$ cat src/design/sleep_ctrl_defs.svh
`ifndef SLEEP_CTRL_DEFS_SVH
`define SLEEP_CTRL_DEFS_SVH

// register byte offsets
`define REG_CTRL        12'h000
`define REG_STATUS      12'h004
`define REG_MASK        12'h008
`define REG_WAKE_EN     12'h00c
`define REG_PORT_IN     12'h010
`define REG_MODE        12'h014
`define REG_WDT_CTRL    12'h018
`define REG_RST_STATUS  12'h01c

// control register bits
`define CTRL_OSC_WDT_EN 0
`define CTRL_WDT_EN     1
`define CTRL_WDT_IRQ    2
`define CTRL_BOD_STOP   3
`define CTRL_PERIPH_LSB 8
`define CTRL_RESET      32'h0000_0003

// status / mask bits
`define EV_WAKE         0
`define EV_WDT          1
`define EV_SHORT        2
`define EV_RESET        3
`define EV_W            4

// watchdog control bits
`define WDTC_TIMEOUT    0
`define WDTC_RECOVERY   1

// timing
`define CLK_HZ          40000000
`define RECOVERY_NS     5000
`define MIN_PULSE_NS    100
`define RECOVERY_CYC    ((`RECOVERY_NS * (`CLK_HZ / 1000000) + 999) / 1000)
`define MIN_PULSE_CYC   ((`MIN_PULSE_NS * (`CLK_HZ / 1000000) + 999) / 1000)

`endif

$ cat src/design/sleep_ctrl_pkg.sv
`default_nettype none
package sleep_ctrl_pkg;
  // power state
  typedef enum logic [1:0] {
    ST_ACTIVE  = 2'b00,
    ST_IDLE    = 2'b01,
    ST_SLEEP   = 2'b10,
    ST_RECOVER = 2'b11
  } power_state_t;
endpackage : sleep_ctrl_pkg
`default_nettype wire

$ cat src/design/stop_mode_recovery_control.sv
`timescale 1ns/1ps
`default_nettype none
`include "sleep_ctrl_defs.svh"

// Operation
// - watchdog reset timeout in sleep recovers instead
// - watchdog interrupt timeout recovers, then interrupts
// - enabled pin level change wakes device
// - reset pin in sleep gives system reset
// - debug pin low in sleep resets
// - sleep timeout sets timeout and recovery flags
// - short wake pulse sets reset-status recovery flag
// - port input frozen, captured after delay
// - sleep instruction stops all but watchdog, and brownout if option set
// - idle state stops only the cpu
// - sleep stops oscillators, clock and cpu
// - sleep releases crystal pins to gpio
// - watchdog oscillator and counter may run
// - brownout runs in sleep if option set
// - active state allows per-peripheral disable
// - other peripherals idle during sleep
// - recovery sets watchdog recovery flag
module stop_mode_recovery_control #(
  parameter int PINS         = 24,
  parameter int PERIPHS      = 8,
  parameter int RECOVERY_CYC = `RECOVERY_CYC,
  parameter int MIN_PULSE    = `MIN_PULSE_CYC
) (
  // clock and reset
  input  wire logic               clk,
  input  wire logic               srst,
  // axi4-lite write address
  input  wire logic [11:0]        s_axi_awaddr,
  input  wire logic               s_axi_awvalid,
  output logic                    s_axi_awready,
  // axi4-lite write data
  input  wire logic [31:0]        s_axi_wdata,
  input  wire logic [3:0]         s_axi_wstrb,
  input  wire logic               s_axi_wvalid,
  output logic                    s_axi_wready,
  // axi4-lite write response
  output logic [1:0]              s_axi_bresp,
  output logic                    s_axi_bvalid,
  input  wire logic               s_axi_bready,
  // axi4-lite read address
  input  wire logic [11:0]        s_axi_araddr,
  input  wire logic               s_axi_arvalid,
  output logic                    s_axi_arready,
  // axi4-lite read data
  output logic [31:0]             s_axi_rdata,
  output logic [1:0]              s_axi_rresp,
  output logic                    s_axi_rvalid,
  input  wire logic               s_axi_rready,
  // cpu side
  input  wire logic               sleep_cmd,
  input  wire logic               idle_cmd,
  input  wire logic               cpu_irq_any,
  input  wire logic               irq_enabled,
  output logic                    cpu_run,
  output logic                    wdt_irq_req,
  // watchdog
  input  wire logic               wdt_timeout,
  // pins
  input  wire logic [PINS-1:0]    gpio_in,
  input  wire logic               reset_pin_n,
  input  wire logic               debug_pin,
  // power and clock controls
  output logic                    system_reset,
  output logic                    primary_osc_en,
  output logic                    precision_osc_en,
  output logic                    system_clk_en,
  output logic                    crystal_input_en,
  output logic                    crystal_output_en,
  output logic                    wdt_osc_en,
  output logic                    wdt_count_en,
  output logic                    brownout_en,
  output logic [PERIPHS-1:0]      periph_en,
  output logic [PINS-1:0]         port_input_data,
  // interrupt
  output logic                    irq
);

  // refuse parameter values the logic cannot serve
  if (PINS < 1 || PINS > 32 || PERIPHS < 1 || PERIPHS > 24 ||
      RECOVERY_CYC < 1 || RECOVERY_CYC > 65535 || MIN_PULSE < 1 ||
      MIN_PULSE > RECOVERY_CYC) begin : g_bad_params
    $error("unsupported parameter values");
  end

  // ==========================================================
  // pin synchronisers
  // ==========================================================
  logic [PINS-1:0] gpio_meta;
  logic [PINS-1:0] gpio_sync;
  logic [PINS-1:0] gpio_prev;
  logic [1:0]      rst_meta;
  logic [1:0]      rst_sync;
  // two flops on every pin input
  always_ff @(posedge clk) begin
    if (srst) begin
      gpio_meta <= '0;
      gpio_sync <= '0;
      gpio_prev <= '0;
      rst_meta  <= 2'h3;
      rst_sync  <= 2'h3;
    end else begin
      gpio_meta <= gpio_in;
      gpio_sync <= gpio_meta;
      gpio_prev <= gpio_sync;
      rst_meta  <= {debug_pin, reset_pin_n};
      rst_sync  <= rst_meta;
    end
  end
  logic reset_pin_low;
  logic debug_low;
  assign reset_pin_low = !rst_sync[0];
  assign debug_low     = !rst_sync[1];
  // ==========================================================
  // registers
  // ==========================================================
  logic [31:0]     ctrl;
  logic [`EV_W-1:0] status;
  logic [`EV_W-1:0] mask;
  logic [PINS-1:0] wake_en;
  logic [1:0]      wdt_ctrl;
  logic            rst_status;
  sleep_ctrl_pkg::power_state_t state;
  logic [15:0]     rec_cnt;
  logic [PINS-1:0] wake_pins;
  logic            wake_from_wdt;
  logic            wdt_irq_pending;
  logic            wr_fire;
  logic            wr_addr_held;
  logic            wr_data_held;
  logic [11:0]     wr_addr;
  logic [31:0]     wr_data;
  logic [3:0]      wr_strb;
  // ==========================================================
  // events
  // ==========================================================
  logic in_sleep;
  logic wake_pin_ev;
  logic wdt_ev;
  logic hard_reset_ev;
  logic short_ev;
  logic rec_done;
  logic [PINS-1:0] pin_change;
  assign in_sleep    = (state == sleep_ctrl_pkg::ST_SLEEP);
  assign pin_change  = (gpio_sync ^ gpio_prev) & wake_en;
  assign wake_pin_ev = in_sleep && |pin_change;
  assign wdt_ev      = in_sleep && wdt_timeout && ctrl[`CTRL_WDT_EN];
  assign hard_reset_ev = reset_pin_low || debug_low;
  assign rec_done = (state == sleep_ctrl_pkg::ST_RECOVER) &&
                    (rec_cnt == 16'(RECOVERY_CYC - 1));
  // pin wake abandoned when the pin returned before the minimum width
  assign short_ev = (state == sleep_ctrl_pkg::ST_RECOVER) && !wake_from_wdt &&
                    (rec_cnt < 16'(MIN_PULSE)) &&
                    |((gpio_sync ^ gpio_prev) & wake_pins);

  // ==========================================================
  // power state machine
  // ==========================================================
  always_ff @(posedge clk) begin
    if (srst || hard_reset_ev) begin
      state <= sleep_ctrl_pkg::ST_ACTIVE;
      rec_cnt <= '0;
      wake_pins <= '0;
      wake_from_wdt <= 1'b0;
    end else begin
      case (state)
        sleep_ctrl_pkg::ST_ACTIVE: begin
          if (sleep_cmd)
            state <= sleep_ctrl_pkg::ST_SLEEP;
          else if (idle_cmd)
            state <= sleep_ctrl_pkg::ST_IDLE;
        end
        sleep_ctrl_pkg::ST_IDLE: begin
          if (cpu_irq_any || wdt_timeout)
            state <= sleep_ctrl_pkg::ST_ACTIVE;
        end
        sleep_ctrl_pkg::ST_SLEEP: begin
          rec_cnt <= '0;
          if (wdt_ev || wake_pin_ev) begin
            state <= sleep_ctrl_pkg::ST_RECOVER;
            wake_from_wdt <= wdt_ev;
            wake_pins <= pin_change;
          end
        end
        sleep_ctrl_pkg::ST_RECOVER: begin
          rec_cnt <= rec_cnt + 16'h0001;
          if (short_ev)
            state <= sleep_ctrl_pkg::ST_SLEEP;
          else if (rec_done)
            state <= sleep_ctrl_pkg::ST_ACTIVE;
        end
        default: state <= sleep_ctrl_pkg::ST_ACTIVE;
      endcase
    end
  end

  // ==========================================================
  // sticky flags
  // ==========================================================
  // watchdog control flags, set by hardware, cleared by writing one
  always_ff @(posedge clk) begin
    if (srst) begin
      wdt_ctrl <= '0;
    end else begin
      if (wr_fire && wr_addr == `REG_WDT_CTRL && wr_strb[0])
        wdt_ctrl <= wdt_ctrl & ~wr_data[1:0];
      if (wdt_ev)
        wdt_ctrl[`WDTC_TIMEOUT] <= 1'b1;
      if (wdt_ev || rec_done)
        wdt_ctrl[`WDTC_RECOVERY] <= 1'b1;
    end
  end
  // reset status recovery flag on an abandoned short pulse
  always_ff @(posedge clk) begin
    if (srst) begin
      rst_status <= 1'b0;
    end else begin
      if (wr_fire && wr_addr == `REG_RST_STATUS && wr_strb[0] && wr_data[0])
        rst_status <= 1'b0;
      if (short_ev)
        rst_status <= 1'b1;
    end
  end
  // interrupt status, set wins over clear
  logic [`EV_W-1:0] ev_vec;
  assign ev_vec = {hard_reset_ev, short_ev, wdt_ev, rec_done};
  always_ff @(posedge clk) begin
    if (srst) begin
      status <= '0;
    end else begin
      if (wr_fire && wr_addr == `REG_STATUS && wr_strb[0])
        status <= (status & ~wr_data[`EV_W-1:0]) | ev_vec;
      else
        status <= status | ev_vec;
    end
  end
  assign irq = |(status & mask);
  // watchdog interrupt held until recovery ends
  always_ff @(posedge clk) begin
    if (srst) begin
      wdt_irq_pending <= 1'b0;
      wdt_irq_req <= 1'b0;
    end else begin
      if (wdt_ev && ctrl[`CTRL_WDT_IRQ])
        wdt_irq_pending <= 1'b1;
      else if (rec_done)
        wdt_irq_pending <= 1'b0;
      wdt_irq_req <= rec_done && wdt_irq_pending && irq_enabled;
    end
  end

  // ==========================================================
  // port input capture
  // ==========================================================
  // frozen in sleep; updated once level survives the delay
  always_ff @(posedge clk) begin
    if (srst)
      port_input_data <= '0;
    else if (state == sleep_ctrl_pkg::ST_ACTIVE ||
             state == sleep_ctrl_pkg::ST_IDLE || rec_done)
      port_input_data <= gpio_sync;
  end

  // ==========================================================
  // clock and power outputs
  // ==========================================================
  // clocks, oscillators and peripherals follow the power state
  always_ff @(posedge clk) begin
    if (srst) begin
      system_reset      <= 1'b1;
      primary_osc_en    <= 1'b0;
      precision_osc_en  <= 1'b0;
      system_clk_en     <= 1'b0;
      crystal_input_en  <= 1'b0;
      crystal_output_en <= 1'b0;
      cpu_run           <= 1'b0;
      periph_en         <= '0;
      wdt_osc_en        <= 1'b0;
      wdt_count_en      <= 1'b0;
      brownout_en       <= 1'b1;
    end else begin
      system_reset      <= hard_reset_ev;
      primary_osc_en    <= !in_sleep;
      precision_osc_en  <= !in_sleep;
      system_clk_en     <= !in_sleep;
      crystal_input_en  <= !in_sleep;
      crystal_output_en <= !in_sleep;
      cpu_run <= (state == sleep_ctrl_pkg::ST_ACTIVE) && !sleep_cmd &&
                 !idle_cmd;
      // peripherals off in sleep and recovery, per-bit control in active and idle
      periph_en <= (in_sleep || state == sleep_ctrl_pkg::ST_RECOVER) ? '0 :
                   ctrl[`CTRL_PERIPH_LSB +: PERIPHS];
      wdt_osc_en   <= ctrl[`CTRL_OSC_WDT_EN];
      wdt_count_en <= ctrl[`CTRL_WDT_EN];
      brownout_en  <= !in_sleep || ctrl[`CTRL_BOD_STOP];
    end
  end

  // ==========================================================
  // axi4-lite write channel
  // ==========================================================
  assign s_axi_awready = !wr_addr_held && !s_axi_bvalid;
  assign s_axi_wready  = !wr_data_held && !s_axi_bvalid;
  assign s_axi_bresp   = 2'h0;
  assign wr_fire       = wr_addr_held && wr_data_held && !s_axi_bvalid;
  // address and data may come in either order
  always_ff @(posedge clk) begin
    if (srst) begin
      wr_addr_held <= 1'b0;
      wr_data_held <= 1'b0;
      wr_addr <= '0;
      wr_data <= '0;
      wr_strb <= '0;
      s_axi_bvalid <= 1'b0;
    end else begin
      if (s_axi_awvalid && s_axi_awready) begin
        wr_addr_held <= 1'b1;
        wr_addr <= {s_axi_awaddr[11:2], 2'h0};
      end
      if (s_axi_wvalid && s_axi_wready) begin
        wr_data_held <= 1'b1;
        wr_data <= s_axi_wdata;
        wr_strb <= s_axi_wstrb;
      end
      if (wr_fire) begin
        wr_addr_held <= 1'b0;
        wr_data_held <= 1'b0;
        s_axi_bvalid <= 1'b1;
      end else if (s_axi_bready)
        s_axi_bvalid <= 1'b0;
    end
  end
  // plain read-write registers with byte enables
  always_ff @(posedge clk) begin
    if (srst) begin
      ctrl <= `CTRL_RESET;
      mask <= '0;
      wake_en <= '0;
    end else if (wr_fire) begin
      for (int b = 0; b < 4; b++) begin
        if (wr_strb[b]) begin
          if (wr_addr == `REG_CTRL)
            ctrl[b*8 +: 8] <= wr_data[b*8 +: 8];
          if (wr_addr == `REG_WAKE_EN) begin
            for (int i = 0; i < 8; i++)
              if (b*8 + i < PINS)
                wake_en[b*8 + i] <= wr_data[b*8 + i];
          end
        end
      end
      if (wr_addr == `REG_MASK && wr_strb[0])
        mask <= wr_data[`EV_W-1:0];
    end
  end

  // ==========================================================
  // axi4-lite read channel
  // ==========================================================
  logic [31:0] rd_mux;
  logic        rd_ok;
  always_comb begin
    rd_mux = '0;
    rd_ok  = 1'b1;
    case ({s_axi_araddr[11:2], 2'h0})
      `REG_CTRL:       rd_mux = ctrl;
      `REG_STATUS:     rd_mux[`EV_W-1:0] = status;
      `REG_MASK:       rd_mux[`EV_W-1:0] = mask;
      `REG_WAKE_EN:    rd_mux[PINS-1:0] = wake_en;
      `REG_PORT_IN:    rd_mux[PINS-1:0] = port_input_data;
      `REG_MODE:       rd_mux[1:0] = state;
      `REG_WDT_CTRL:   rd_mux[1:0] = wdt_ctrl;
      `REG_RST_STATUS: rd_mux[0] = rst_status;
      default:         rd_ok = 1'b0;
    endcase
  end
  assign s_axi_arready = !s_axi_rvalid;
  // read answer registered one cycle after the address is taken
  always_ff @(posedge clk) begin
    if (srst) begin
      s_axi_rvalid <= 1'b0;
      s_axi_rdata <= '0;
      s_axi_rresp <= 2'h0;
    end else if (s_axi_arvalid && s_axi_arready) begin
      s_axi_rvalid <= 1'b1;
      s_axi_rdata <= rd_mux;
      s_axi_rresp <= rd_ok ? 2'h0 : 2'h2; // slverr when unmapped
    end else if (s_axi_rready)
      s_axi_rvalid <= 1'b0;
  end

endmodule : stop_mode_recovery_control
`default_nettype wire

$ cat config.mk
export PLATFORM = sky130hd
export DESIGN_NAME = stop_mode_recovery_control
export DESIGN_NICKNAME = d
export VERILOG_FILES = /design/src/design/sleep_ctrl_pkg.sv /design/src/design/stop_mode_recovery_control.sv
export VERILOG_INCLUDE_DIRS = /design/src /design/src/design
export SDC_FILE = /design/constraint.sdc
export NUM_CORES = 1
export LEC_CHECK = 0
export BUFFER_PORTS_ARGS = -buffer_cell sky130_fd_sc_hd__buf_4
export CAP_MARGIN = 20
export CORE_AREA = 3 3 156 158
export DETAILED_ROUTE_END_ITERATION = 10
export DIE_AREA = 0 0 159 161
export PLACE_DENSITY_LB_ADDON = 0.15
export SETUP_SLACK_MARGIN = 0.5
export SKIP_LAST_GASP = 1
export SLEW_MARGIN = 20
export SYNTH_ARGS = -nofsm -noshare
export SYNTH_HDL_FRONTEND = slang
export SYNTH_SLANG_ARGS = --single-unit
$ cat constraint.sdc
create_clock -name clk -period 2.4 [get_ports clk]
set_input_delay 0.36 -clock clk [delete_from_list [all_inputs] [get_ports clk]]
set_output_delay 0.36 -clock clk [all_outputs]
set_load 0.02 [all_outputs]
# Word-level counts from Yosys, hierarchy flattened

Cells that the tools add are included.

Bits in registers: 310
Output and inout port bits: 85

Equality and inequality tests: 20
Mux-type cells: 27
Add/sub/neg operators: 1
Reductions and logical operators: 72
Bitwise gates (word level): 10
$lt $le $gt $ge: 1

Operators with widths:

| kind                  | number |
|---|---|
| $eq 10x3->1 const B   | 6 |
| $pmux 20 s3           | 1 |
| $and 24x24->24        | 2 |
| $reduce_or 24->1      | 2 |
| $eq 10x2->1 const B   | 4 |
| $pmux 16 s2           | 1 |
| $logic_and 1x1->1     | 27 |
| $xor 24x24->24        | 1 |
| $reduce_and 3->1      | 7 |
| $eq 10x1->1 const B   | 2 |
| $add 16x1->16 const B | 1 |
| $eq 16x8->1 const B   | 1 |
| $lt 16x3->1 const B   | 1 |
| $mux 2                | 8 |
| $reduce_bool 2->1     | 7 |
| $logic_not 12->1      | 1 |
| $mux 1                | 11 |
| $logic_not 1->1       | 10 |
| $logic_not 10->1      | 1 |
| $pmux 2 s5            | 1 |
| $logic_or 1x1->1      | 9 |
| $and 4x4->4           | 2 |
| $mux 8                | 1 |
| $or 4x4->4            | 2 |
| 18 further kinds      | 22 |

# Logic depth before layout (Yosys ltp)

Gate-level depths: netlist of the first run.

Depth after elaboration: 7
Gate-level depth with buffers: 9
Depth with buffers taken out: 7

# Worst setup path before layout of the first run

OpenSTA, ideal clock, no wires.

Path type: reg-to-reg
Start: reg wr_addr[4]
End: reg ctrl[24]
Setup slack: 0.343 ns
Clock period less this slack: 2.057 ns
Setup time: 0.132 ns
Required time: 2.268 ns
Cell stages (with the launch flop): 7
Arrival: 1.925 ns
Path through: dfxtp_1 or3_4 or3_4 nor4_4 nand2_1 nand2_1 a21oi_1

Longest elaborated chain between the ends: 2

RTL lines:

| item                              | line                              | text |
|---|---|---|
| from (decl)                       | stop_mode_recovery_control.sv:135 | `logic [11:0] wr_addr;` |
| from (signal assigned)            | stop_mode_recovery_control.sv:322 | `wr_addr <= {s_axi_awaddr[11:2], 2'h0};` |
| $logic_not 12->1 (no source line) | n/a                               |  |
| $reduce_and 3->1 (no source line) | n/a                               |  |
| to (signal assigned)              | stop_mode_recovery_control.sv:340 | `` ctrl <= `CTRL_RESET; `` |
| to (signal, indexed assignment)   | stop_mode_recovery_control.sv:347 | `ctrl[b*8 +: 8] <= wr_data[b*8 +: 8];` |
| to (decl)                         | stop_mode_recovery_control.sv:121 | `logic [31:0] ctrl;` |

No other way between the ends.
A chain may end at the register's enable or synchronous reset.

# Worst setup path after layout of the first run

Start: reg gpio_sync[22]
End: reg wake_pins[21]

Longest elaborated chain between the ends: 6

RTL lines:

| item                              | line                              | text |
|---|---|---|
| from (decl)                       | stop_mode_recovery_control.sv:94  | `logic [PINS-1:0] gpio_sync;` |
| from (signal assigned)            | stop_mode_recovery_control.sv:108 | `gpio_sync <= gpio_meta;` |
| $xor 24x24->24                    | stop_mode_recovery_control.sv:149 | `assign pin_change = (gpio_sync ^ gpio_prev) & wake_en;` |
| $and 24x24->24                    | stop_mode_recovery_control.sv:149 |  |
| $reduce_or 24->1                  | stop_mode_recovery_control.sv:150 | `assign wake_pin_ev = in_sleep && \|pin_change;` |
| $logic_and 1x1->1                 | stop_mode_recovery_control.sv:150 |  |
| $logic_or 1x1->1                  | stop_mode_recovery_control.sv:183 | `if (wdt_ev \|\| wake_pin_ev) begin` |
| $reduce_and 2->1 (no source line) | n/a                               |  |
| to (signal assigned)              | stop_mode_recovery_control.sv:186 | `wake_pins <= pin_change;` |
| to (decl)                         | stop_mode_recovery_control.sv:129 | `logic [PINS-1:0] wake_pins;` |

No other way between the ends.

==> results of run 1 <==
-- synth_stat cells (2+ instances only) --
| cell | number |
|---|---|
| dfxtp_1 | 309 |
| o21ai_0 | 25 |
| buf_4 | 7 |
| nor3_1 | 10 |
| buf_1 | 4 |
| a22oi_1 | 39 |
| nor4_1 | 4 |
| a21oi_1 | 131 |
| nor2_1 | 85 |
| or3_4 | 2 |
| and3_1 | 6 |
| nand2_1 | 241 |
| nand2b_1 | 14 |
| nand4_1 | 12 |
| mux2i_1 | 38 |
| clkbuf_1 | 63 |
| xor2_1 | 35 |
| inv_1 | 6 |
| nor4_4 | 2 |
| a22o_1 | 2 |
| or2_2 | 4 |
| a211o_1 | 2 |
| a31oi_1 | 2 |
| a221oi_1 | 4 |
| or3_1 | 3 |
| nand3_1 | 90 |
| a222oi_1 | 11 |
| o31ai_1 | 8 |
| buf_2 | 7 |
| mux2_2 | 2 |
| buf_6 | 2 |
| and2_1 | 12 |
| xnor2_1 | 3 |
| nor2b_1 | 81 |
| mux4_2 | 3 |
-- registers in the layout (all words and copies together), names as in the netlist, 2 cells and up --
| name | count |
|---|---|
| mask | 4 |
| periph_en | 8 |
| wake_en | 24 |
| rec_cnt | 16 |
| status | 4 |
| rst_sync | 2 |
| gpio_sync | 24 |
| wdt_ctrl | 2 |
| s_axi_rdata | 32 |
| wake_pins | 24 |
| state | 2 |
| ctrl | 32 |
| gpio_meta | 24 |
| wr_strb | 4 |
| wr_data | 32 |
| rst_meta | 2 |
| port_input_data | 24 |
| wr_addr | 10 |
| gpio_prev | 24 |
-- power by group through the flow --
| stage | combinational, uW | sequential [uW] | clock, uW |
|---|---|---|---|
| 3_3_place_gp | 928 | 5530 | 0 |
| 2_1_floorplan | 544 | 5510 | 0 |
| 5_1_grt | 1230 | 5450 | 5510 |
| 3_5_place_dp | 939 | 5530 | 0 |
| 6_report | 1150 | 5440 | 5230 |
| 4_1_cts | 1000 | 5420 | 5310 |
-- area by class of cell --
| type | count | area (um^2) |
|---|---|---|
| inverters | 6 | 22.5 |
| fillers | 1855 | 7840 |
| multi-input cells | 887 | 5460 |
| clock inverters | 11 | 115 |
| flip-flops and latches | 309 | 6210 |
| clock buffers | 49 | 1020 |
| repair buffers | 242 | 2190 |
| well taps | 319 | 399 |
-- metal layers --
layer | global-route usage | vias to the layer above | wire length [um]
li1 | - | 4740 | -
met4 | 0.0907 | 0 | 1190
met1 | 0.314 | 4682 | 14100
met3 | 0.0410 | 82 | 2230
met5 | 0 | - | 0
met2 | 0.384 | 389 | 15100
-- path summary, 6_finish.rpt --
check | startpoint | endpoint | slack (ns) | cells after the start
worst min-delay path | idle_cmd | cpu_run$_SDFF_PP0_ | 0.02 | 2
worst min register to register | rst_meta[1]$_SDFF_PP1_ | rst_sync[1]$_SDFF_PP1_ | 0.42 | 1
worst max-delay path | gpio_sync[22]$_SDFF_PP0_ | wake_pins[21]$_SDFFE_PP0P_ | 0.25 | 9
worst max register to register | gpio_sync[22]$_SDFF_PP0_ | wake_pins[21]$_SDFFE_PP0P_ | 0.25 | 9
-- worst max-delay path: stages, from the launching register on --
cell and delay, ns:
dfxtp_2 0.35, xor2_1 0.20, a22oi_2 0.18, nand4_1 0.20, nor4_4 0.31, buf_4 0.18
o21a_4 0.27, buf_16 0.17, nand3_1 0.09, o21ai_0 0.11
-- stage by stage --
stage / setup WS (ns) / utilization / cell area (um^2)
floorplan: 0.445 / - / 11500
global placement: 0.235 / 0.569 / 13200
detailed placement: 0.217 / 0.569 / 13200
CTS: 0.373 / 0.633 / 14700
global route: 0.148 / 0.663 / 15400
finish: 0.249 / 0.663 / 15400
-- kinds of logic (layout without fill, tap and decap cells) --
group / count (synthesis) / count (layout)
other cells: 1 / 3
fa+ha+maj: 1 / 1
compound gates: 229 / 229
flops: 309 / 309
mux: 43 / 43
buf+inv: 89 / 308
simple gates: 573 / 573
xor+xnor: 38 / 38
-- repair_timing --
item	4_1_cts	5_1_grt
gates cloned	3	7
pin swaps	24	40
resized for setup	39	108
endpoints found under the setup margin	69	90
setup buffers	15	5
==> qor.yml, run 1 <==
sta:
  worst_slew_pin_slew_ns: 0.734
  finalHoldViolCount: 0
  period_minus_slack_ns: 2.15
  skew_ns: 0.0249
  fmax_mhz: 465
  rsz0062_at_grt: "true"
  fin_tns_setup_ns: 0
  min_period_over_period: 0.896
  slew_viol_final: 0
  hold_ws_ns: 0.0233
  slew_headroom: 0.510
  finalSetupViolCount: 0
cts:
  clk_pin_slew_ns: 0.06
  cts_buffers: 34
  cts_hold_buf: 0
  insertion_delay_ns: 0.52
  cts_tree: "yes"
  cts_max_level: 2
  cts_root_buf: "clkbuf_16"
  cts_buffer_depth: 3
  clock_sinks: 309
power:
  intPower_uw: 8950
  p_clk_frac: 0.443
  power.leakage_uw: 0.00613
  finalPower_uw: 11800
  power-per-cell-area_nw_per_um2: 766
  share_comb_of_total_power: 0.097
  irDropWorstVdd_mv: 0.654
  swShare: 0.242
  pwr-share-seq: 0.460
  p_sw_uw: 2860
synthesis:
  yosysSeqAreaShare: 0.539
  yosys.area_share.simple: 0.236
  synth_fa_ha_area_frac: 0.00109
  synth_compound_area_frac: 0.119
  syn_area_um2: 11500
  async_flop_share: 0
  syn_inst: 1283
  synth_mux_area_frac: 0.0410
  synth.avg_cell_area_um2: 8.94
  synth_top_family_by_area: "simple AND/OR/NAND/NOR gates"
  yosys.area.top_type: "dfxtp_1"
  synth_edf_count: 0
  ys_ff_latch: 309
  synth-xor-area-share: 0.0290
  yosys-top-cells-area: "dfxtp_1 (54%), nand2_1 (7.9%), a21oi_1 (5.7%)"
  yosys_warnings: 0
  netlist.area_leader.share: 0.539
  synth_ff_type: "dfxtp_1"
  ys_types: 49
cells_and_area:
  area_delta_synth_final_pct: 34.5
  final_cell_mix: "dfxtp_1 (293), nand2_1 (226), buf_4 (209), a21oi_1 (112)"
  drive_above_1_share: 0.274
  final_common_cell: "dfxtp_1"
  antennaDiodeCount: 0
  layout.cells.non_filler: 1823
  finish.net_count: 1579
worst_setup_path:
  crit_arrival_ns: 2.58
  end_kind: "flip-flop"
  worst_ep_required_time_ns: 2.83
  path_class: "reg2reg"
  startpoint_type: "flip-flop"
  critPathMaxFanout: 12
run_status:
  outcome: "completed"
job:
  cap_violations: 0
detailed_routing:
  drt.antenna.violating_nets: 0
  finalWirelength_um: 32700
  avgViaCountPerCell: 5.43
  firstDrtPassIters: 7
  drt_iter0_drc: 927
  drc: 0
  vias: 9893
  post_drt_wl_per_cell_um: 17.9
floorplan:
  die_w_um: 159
  initial_core_util: 0.493
  rows: 56
  die_h_um: 161
  die_area_um2: 25600
  core_um2: 23300
  pin_count: 183
grt:
  grt_pass1_vias: 9128
  antenna_found_initial: 0
  grt_usage: 0.235
  grt-ovfl-total: 0
  grt_first_pass_wirelength_um: 48900
  grt_max_degree: 59
placed_design:
  port_buffers: 175
  gp_congestion: 0.883
  dp.cells: 1733
  hpwl_um: 21000
worst_hold_path:
  min_path_type: "in2reg"
No activity file was read; power rests on OpenSTA's default activity.
==> inputs of run 2 (changes only) <==
--- a/config.mk
+++ b/config.mk
@@ -8,9 +8,9 @@
 export LEC_CHECK = 0
 export BUFFER_PORTS_ARGS = -buffer_cell sky130_fd_sc_hd__buf_4
 export CAP_MARGIN = 20
-export CORE_AREA = 3 3 156 158
+export CORE_AREA = 3 3 174 142
 export DETAILED_ROUTE_END_ITERATION = 10
-export DIE_AREA = 0 0 159 161
+export DIE_AREA = 0 0 177 145
 export PLACE_DENSITY_LB_ADDON = 0.15
 export SETUP_SLACK_MARGIN = 0.5
 export SKIP_LAST_GASP = 1
==> qor.yml, run 2 (same netlist as run 1, synthesis figures left out) <==
run_status:
  outcome: "completed"  # unchanged
detailed_routing:
  avgViaCountPerCell: 5.45  # was 5.43
  vias: 9847  # was 9,893
  drt.antenna.violating_nets: 0  # unchanged
  drc: 0  # unchanged
  finalWirelength_um: 31800  # was 32,700 um
  drt_iter0_drc: 938  # was 927
  firstDrtPassIters: 8  # was 7
  post_drt_wl_per_cell_um: 17.6  # was 17.9 um
grt:
  grt_max_degree: 100  # was 59
  grt_first_pass_wirelength_um: 49000  # was 48,900 um
  grt_usage: 0.234  # was 0.235
  antenna_found_initial: 0  # unchanged
  grt_pass1_vias: 9129  # was 9,128
  grt-ovfl-total: 0  # unchanged
cts:
  insertion_delay_ns: 0.55  # was 0.52 ns
  cts_root_buf: "clkbuf_16"  # unchanged
  cts_buffers: 29  # was 34
  clk_pin_slew_ns: 0.07  # was 0.06 ns
  cts_tree: "yes"  # unchanged
  cts_buffer_depth: 3  # unchanged
  cts_max_level: 1  # was 2
  clock_sinks: 309  # unchanged
worst_setup_path:
  r2r-start: "gpio_sync[9]$_SDFF_PP0_"  # was gpio_sync[22]$_SDFF_PP0_
  r2r-end: "wake_pins[20]$_SDFFE_PP0P_"  # was wake_pins[21]$_SDFFE_PP0P_
  path_class: "reg2reg"  # unchanged
  critPathMaxFanout: 6  # was 12
  startpoint_type: "flip-flop"  # unchanged
  crit_arrival_ns: 2.64  # was 2.58 ns
  r2r_cells: 10  # was 9
  worst_ep_required_time_ns: 2.86  # was 2.83 ns
  end_kind: "flip-flop"  # unchanged
  rrSetupSlack_ns: 0.23  # was 0.25 ns
worst_hold_path:
  hold_path_depth: 2  # unchanged
  min_to: "gpio_meta[22]$_SDFF_PP0_"  # was cpu_run$_SDFF_PP0_
  min_path_type: "in2reg"  # unchanged
  min_from: "gpio_in[22]"  # was idle_cmd
floorplan:
  initial_core_util: 0.494  # was 0.493
  die_h_um: 145  # was 161 um
  die_area_um2: 25700  # was 25,600 um^2
  pin_count: 183  # unchanged
  die_w_um: 177  # was 159 um
  rows: 50  # was 56
  core_um2: 23200  # was 23,300 um^2
sta:
  rsz0062_at_grt: "true"  # unchanged
  slew_viol_final: 0  # unchanged
  worst_slew_pin_slew_ns: 0.732  # was 0.734 ns
  period_minus_slack_ns: 2.17  # was 2.15 ns
  fin_tns_setup_ns: 0  # unchanged
  finalSetupViolCount: 0  # unchanged
  skew_ns: 0.0110  # was 0.0249 ns
  finalHoldViolCount: 0  # unchanged
  fmax_mhz: 461  # was 465 MHz
  slew_headroom: 0.511  # was 0.510
  min_period_over_period: 0.905  # was 0.896
placed_design:
  port_buffers: 175  # unchanged
  hpwl_um: 20900  # was 21,000 um
  gp_congestion: 0.876  # was 0.883
cells_and_area:
  top_regs: "ctrl x32, s_axi_rdata x32, wr_data x32"  # unchanged
  final_cell_mix: "dfxtp_1 (296), nand2_1 (215), buf_4 (205), a21oi_1 (114)"  # was dfxtp_1 (293), nand2_1 (226), buf_4 (209), a21oi_1 (112)
  area_delta_synth_final_pct: 32.5  # was 34.5%
  antennaDiodeCount: 0  # unchanged
  drive_above_1_share: 0.266  # was 0.274
  finish.net_count: 1571  # was 1,579
  final_common_cell: "dfxtp_1"  # unchanged
power:
  irDropWorstVdd_mv: 0.453  # was 0.654 mV
  power-per-cell-area_nw_per_um2: 737  # was 766 nW/um^2
  finalPower_uw: 11200  # was 11,800 uW
  power.leakage_uw: 0.00600  # was 0.00613 uW
job:
  cap_violations: 0  # unchanged
-- run 2: routing by layer --
metal	GRT usage	wire, um	up-vias	share of wire
met2	0.359	14400	368	0.45
met5	0	0	-	0
met3	0.0411	2430	72	0.076
met1	0.336	14000	4681	0.44
met4	0.0742	994	0	0.031
li1	-	-	4726	-
-- run 2: worst max-delay path by stage --
stage	startpoint	endpoint
floorplan	wr_addr[4]$_SDFFE_PP0P_	ctrl[24]$_SDFFE_PP0P_
global placement	gpio_sync[5]$_SDFF_PP0_	wake_pins[20]$_SDFFE_PP0P_
detailed placement	gpio_sync[5]$_SDFF_PP0_	wake_pins[7]$_SDFFE_PP0P_
CTS	gpio_prev[21]$_SDFF_PP0_	wake_pins[11]$_SDFFE_PP0P_
global route	gpio_sync[9]$_SDFF_PP0_	wake_pins[8]$_SDFFE_PP0P_
finish	gpio_sync[9]$_SDFF_PP0_	wake_pins[20]$_SDFFE_PP0P_
-- run 2: what timing repair did --
action | in CTS | in global routing
buffers inserted | 16 | 3
gates cloned | 5 | 3
setup endpoints to repair | 70 | 86
pin swaps | 42 | 32
endpoints found under the hold margin | 4 | 0
resized for setup | 81 | 74
hold buffers | 4 | 0
-- run 2: cell type report --
class	instances	area (um^2)
Timing Repair Buffer	239	2130
Sequential cell	309	6210
Clock inverter	10	106
Inverter	6	22.5
Clock buffer	44	872
Fill cell	1927	8020
Multi-Input combinational cell	887	5460
Tap cell	312	390
-- run 2: power breakdown --
group / leakage, uW / switching [uW] / internal (uW) / total (uW)
registers: 0.00252 / 144 / 5280 / 5430
logic: 0.00300 / 631 / 490 / 1120
clock network: 0.000486 / 1930 / 2720 / 4640
-- run 2: metrics by stage --
step | cells | hold WS (ns) | cell area [um^2] | worst slack [ns] | utilization
5_1_grt | 1807 | 0.0169 | 15200 | 0.148 | 0.655
2_1_floorplan | 1285 | 0.389 | 11500 | 0.445 | -
6_report | 1807 | 0.0219 | 15200 | 0.228 | 0.655
3_5_place_dp | 1722 | 0.396 | 13200 | 0.205 | 0.567
4_1_cts | 1801 | 0.00158 | 14800 | 0.318 | 0.637
3_3_place_gp | 1722 | 0.395 | 13200 | 0.201 | 0.567
-- run 2: worst max-delay path, cell delays in order (launching register included) --
cell	delay [ns]
dfxtp_1	0.43
xor2_1	0.17
nand2_1	0.15
nand4_1	0.19
nor4_4	0.36
buf_4	0.17
o21a_4	0.16
buf_12	0.15
clkbuf_16	0.15
nand3_1	0.07
o31ai_1	0.08
==> inputs of run 3 (changes only) <==
--- a/config.mk
+++ b/config.mk
@@ -8,9 +8,9 @@
 export LEC_CHECK = 0
 export BUFFER_PORTS_ARGS = -buffer_cell sky130_fd_sc_hd__buf_4
 export CAP_MARGIN = 20
-export CORE_AREA = 3 3 174 142
+export CORE_AREA = 3 3 183 149
 export DETAILED_ROUTE_END_ITERATION = 10
-export DIE_AREA = 0 0 177 145
+export DIE_AREA = 0 0 186 152
 export PLACE_DENSITY_LB_ADDON = 0.15
 export SETUP_SLACK_MARGIN = 0.5
 export SKIP_LAST_GASP = 1
==> constraint.sdc (replaced) <==
create_clock -name clk -period 2.6 [get_ports clk]
set_input_delay 0.39 -clock clk [delete_from_list [all_inputs] [get_ports clk]]
set_output_delay 0.39 -clock clk [all_outputs]
set_load 0.02 [all_outputs]
==> qor.yml, run 3 (same netlist as run 1, synthesis figures left out) <==
job:
  cap_violations: 0  # unchanged
cts:
  clk_pin_slew_ns: 0.06  # was 0.07 ns
  cts_buffers: 31  # was 29
  insertion_delay_ns: 0.56  # was 0.55 ns
  cts_tree: "yes"  # unchanged
  cts_max_level: 1  # unchanged
  clock_sinks: 309  # unchanged
  cts_root_buf: "clkbuf_16"  # unchanged
  cts_buffer_depth: 3  # unchanged
power:
  irDropWorstVdd_mv: 0.485  # was 0.453 mV
  p_sw_uw: 2480  # was 2700 uW
  swShare: 0.242  # was 0.241
  power-per-cell-area_nw_per_um2: 696  # was 737 nW/um^2
  pwr-share-seq: 0.490  # was 0.485
  p_clk_frac: 0.416  # was 0.415
  power.leakage_uw: 0.00588  # was 0.00600 uW
  intPower_uw: 7740  # was 8490 uW
  share_comb_of_total_power: 0.094  # was 0.100
cells_and_area:
  final_common_cell: "dfxtp_1"  # unchanged
  area_delta_synth_final_pct: 27.9  # was 32.5%
  final_cell_mix: "dfxtp_1 (302), nand2_1 (237), buf_4 (202), a21oi_1 (128), nor2_1 (82)"  # was dfxtp_1 (296), nand2_1 (215), buf_4 (205), a21oi_1 (114)
  drive_above_1_share: 0.230  # was 0.266
  finish.net_count: 1552  # was 1,571
  layout.cells.non_filler: 1797  # was 1,807
  antennaDiodeCount: 0  # unchanged
  top_regs: "ctrl x32, s_axi_rdata x32, wr_data x32"  # unchanged
placed_design:
  gp_congestion: 0.881  # was 0.876
  dp.cells: 1728  # was 1,722
  port_buffers: 175  # unchanged
  hpwl_um: 21500  # was 20,900 um
detailed_routing:
  finalWirelength_um: 31600  # was 31,800 um
  drt_iter0_drc: 814  # was 938
  drt.antenna.violating_nets: 0  # unchanged
  firstDrtPassIters: 9  # was 8
  drc: 0  # unchanged
  avgViaCountPerCell: 5.34  # was 5.45
  post_drt_wl_per_cell_um: 17.6  # about the same
  vias: 9595  # was 9,847
worst_setup_path:
  critPathMaxFanout: 6  # unchanged
  end_kind: "flip-flop"  # unchanged
  crit_arrival_ns: 2.54  # was 2.64 ns
  path_class: "reg2reg"  # unchanged
  startpoint_type: "flip-flop"  # unchanged
  crit_path_top_delay_cell: "dfxtp_2"  # was dfxtp_1
  worst_ep_required_time_ns: 3.06  # was 2.86 ns
  max_stage_delay_ns: 0.35  # was 0.43 ns
  r2r-start: "gpio_prev[5]$_SDFF_PP0_"  # was gpio_sync[9]$_SDFF_PP0_
  r2r-end: "wake_pins[9]$_SDFFE_PP0P_"  # was wake_pins[20]$_SDFFE_PP0P_
  cp_num_buf_inv: 2  # was 3
  crit_family: "simple AND/OR/NAND/NOR gates"  # unchanged
  rrSetupSlack_ns: 0.52  # was 0.23 ns
  r2r_cells: 9  # was 10
  crit_chain: "xor2_4 -> a22oi_2 -> nand4_1 -> nor4_2 -> buf_4 -> o21a_4 -> clkbuf_16 -> nand3_2 -> o31ai_1"  # was xor2_1 -> nand2_1 -> nand4_1 -> nor4_4 -> buf_4 -> o21a_4 -> buf_12 -> clkbuf_16 -> nand3_1 -> o31ai_1
run_status:
  outcome: "completed"  # unchanged
sta:
  finalHoldViolCount: 0  # unchanged
  slew_viol_final: 0  # unchanged
  min_period_over_period: 0.801  # was 0.905
  skew_ns: 0.0189  # was 0.0110 ns
  fin_tns_setup_ns: 0  # unchanged
  worst_slew_pin_slew_ns: 0.821  # was 0.732 ns
  fmax_mhz: 480  # was 461 MHz
  rsz0062_at_grt: "true"  # unchanged
  finalSetupViolCount: 0  # unchanged
  slew_headroom: 0.452  # was 0.511
  period_minus_slack_ns: 2.08  # was 2.17 ns
worst_hold_path:
  min_from: "s_axi_rready"  # was gpio_in[22]
  min_to: "s_axi_rvalid$_SDFFE_PP0P_"  # was gpio_meta[22]$_SDFF_PP0_
  hold_path_depth: 2  # unchanged
  min_path_type: "in2reg"  # unchanged
floorplan:
  die_area_um2: 28300  # was 25,700 um^2
  die_h_um: 152  # was 145 um
  rows: 52  # was 50
  pin_count: 183  # unchanged
  core_um2: 25400  # was 23,200 um^2
  initial_core_util: 0.452  # was 0.494
  die_w_um: 186  # was 177 um
grt:
  grt-busiest-layer: "met2"  # unchanged
  grt-ovfl-total: 0  # unchanged
  use_met2: 0.326  # was 0.359
  grt_pass1_vias: 8793  # was 9,129
  antenna_found_initial: 0  # unchanged
  met3_usage: 0.0361  # was 0.0411
  grt_max_degree: 93  # was 100
  grt_first_pass_wirelength_um: 47900  # was 49,000 um
  gr-usage-met1: 0.305  # was 0.336
  grt_usage: 0.210  # was 0.234
[run 3: cell type report]
| type | instances | area, um^2 |
|---|---|---|
| multi-input combinational | 887 | 5240 |
| clock buffer | 49 | 943 |
| sequential | 309 | 6200 |
| timing repair buffer | 218 | 1830 |
| tap | 324 | 405 |
| inverter | 6 | 22.5 |
| fill | 2274 | 10700 |
| clock inverter | 4 | 27.5 |
[run 3: how the worst max path moves through the flow]
stage,slack (ns),cells past startpoint,startpoint,end
after floorplan,0.54,6,wr_addr[4]$_SDFFE_PP0P_,ctrl[24]$_SDFFE_PP0P_
after global placement,0.36,7,wr_addr[4]$_SDFFE_PP0P_,ctrl[21]$_SDFFE_PP0P_
after detailed placement,0.32,7,wr_addr[4]$_SDFFE_PP0P_,ctrl[17]$_SDFFE_PP0P_
after CTS,0.50,9,gpio_sync[22]$_SDFF_PP0_,wake_pins[20]$_SDFFE_PP0P_
after global routing,0.40,9,gpio_sync[6]$_SDFF_PP0_,wake_pins[5]$_SDFFE_PP0P_
final,0.52,9,gpio_prev[5]$_SDFF_PP0_,wake_pins[9]$_SDFFE_PP0P_
[run 3: routing by layer]
layer	vias up	share of wire
met5	-	0
met2	323	0.44
li1	4695	-
met4	0	0.024
met1	4526	0.46
met3	51	0.068
[run 3: power by group through the flow]
| stage | logic (uW) | clock network, uW | registers, uW |
|---|---|---|---|
| global route | 1040 | 4530 | 5020 |
| detailed placement | 855 | 0 | 5100 |
| CTS | 884 | 4340 | 5000 |
| floorplan | 500 | 0 | 5090 |
| global placement | 849 | 0 | 5100 |
| finish | 959 | 4250 | 5000 |
[run 3: through the flow]
stage / hold slack, ns / utilization / setup slack, ns / area, um^2 / power, uW
global placement: 0.397 / 0.517 / 0.359 / 13100 / 5950
CTS: 0.00861 / 0.560 / 0.501 / 14200 / 10200
floorplan: 0.389 / - / 0.543 / 11500 / 5590
global route: 0.0179 / 0.578 / 0.397 / 14700 / 10600
finish: 0.0289 / 0.578 / 0.518 / 14700 / 10200
detailed placement: 0.399 / 0.517 / 0.318 / 13100 / 5960
[run 3: repair_timing]
item | in CTS | in global routing
hold buffers | 1 | 0
setup buffers | 1 | 8
pin swaps | 3 | 28
hold endpoints to repair | 1 | 0
cloned | 2 | 4
resized for setup | 11 | 76
endpoints found under the setup margin | 74 | 89
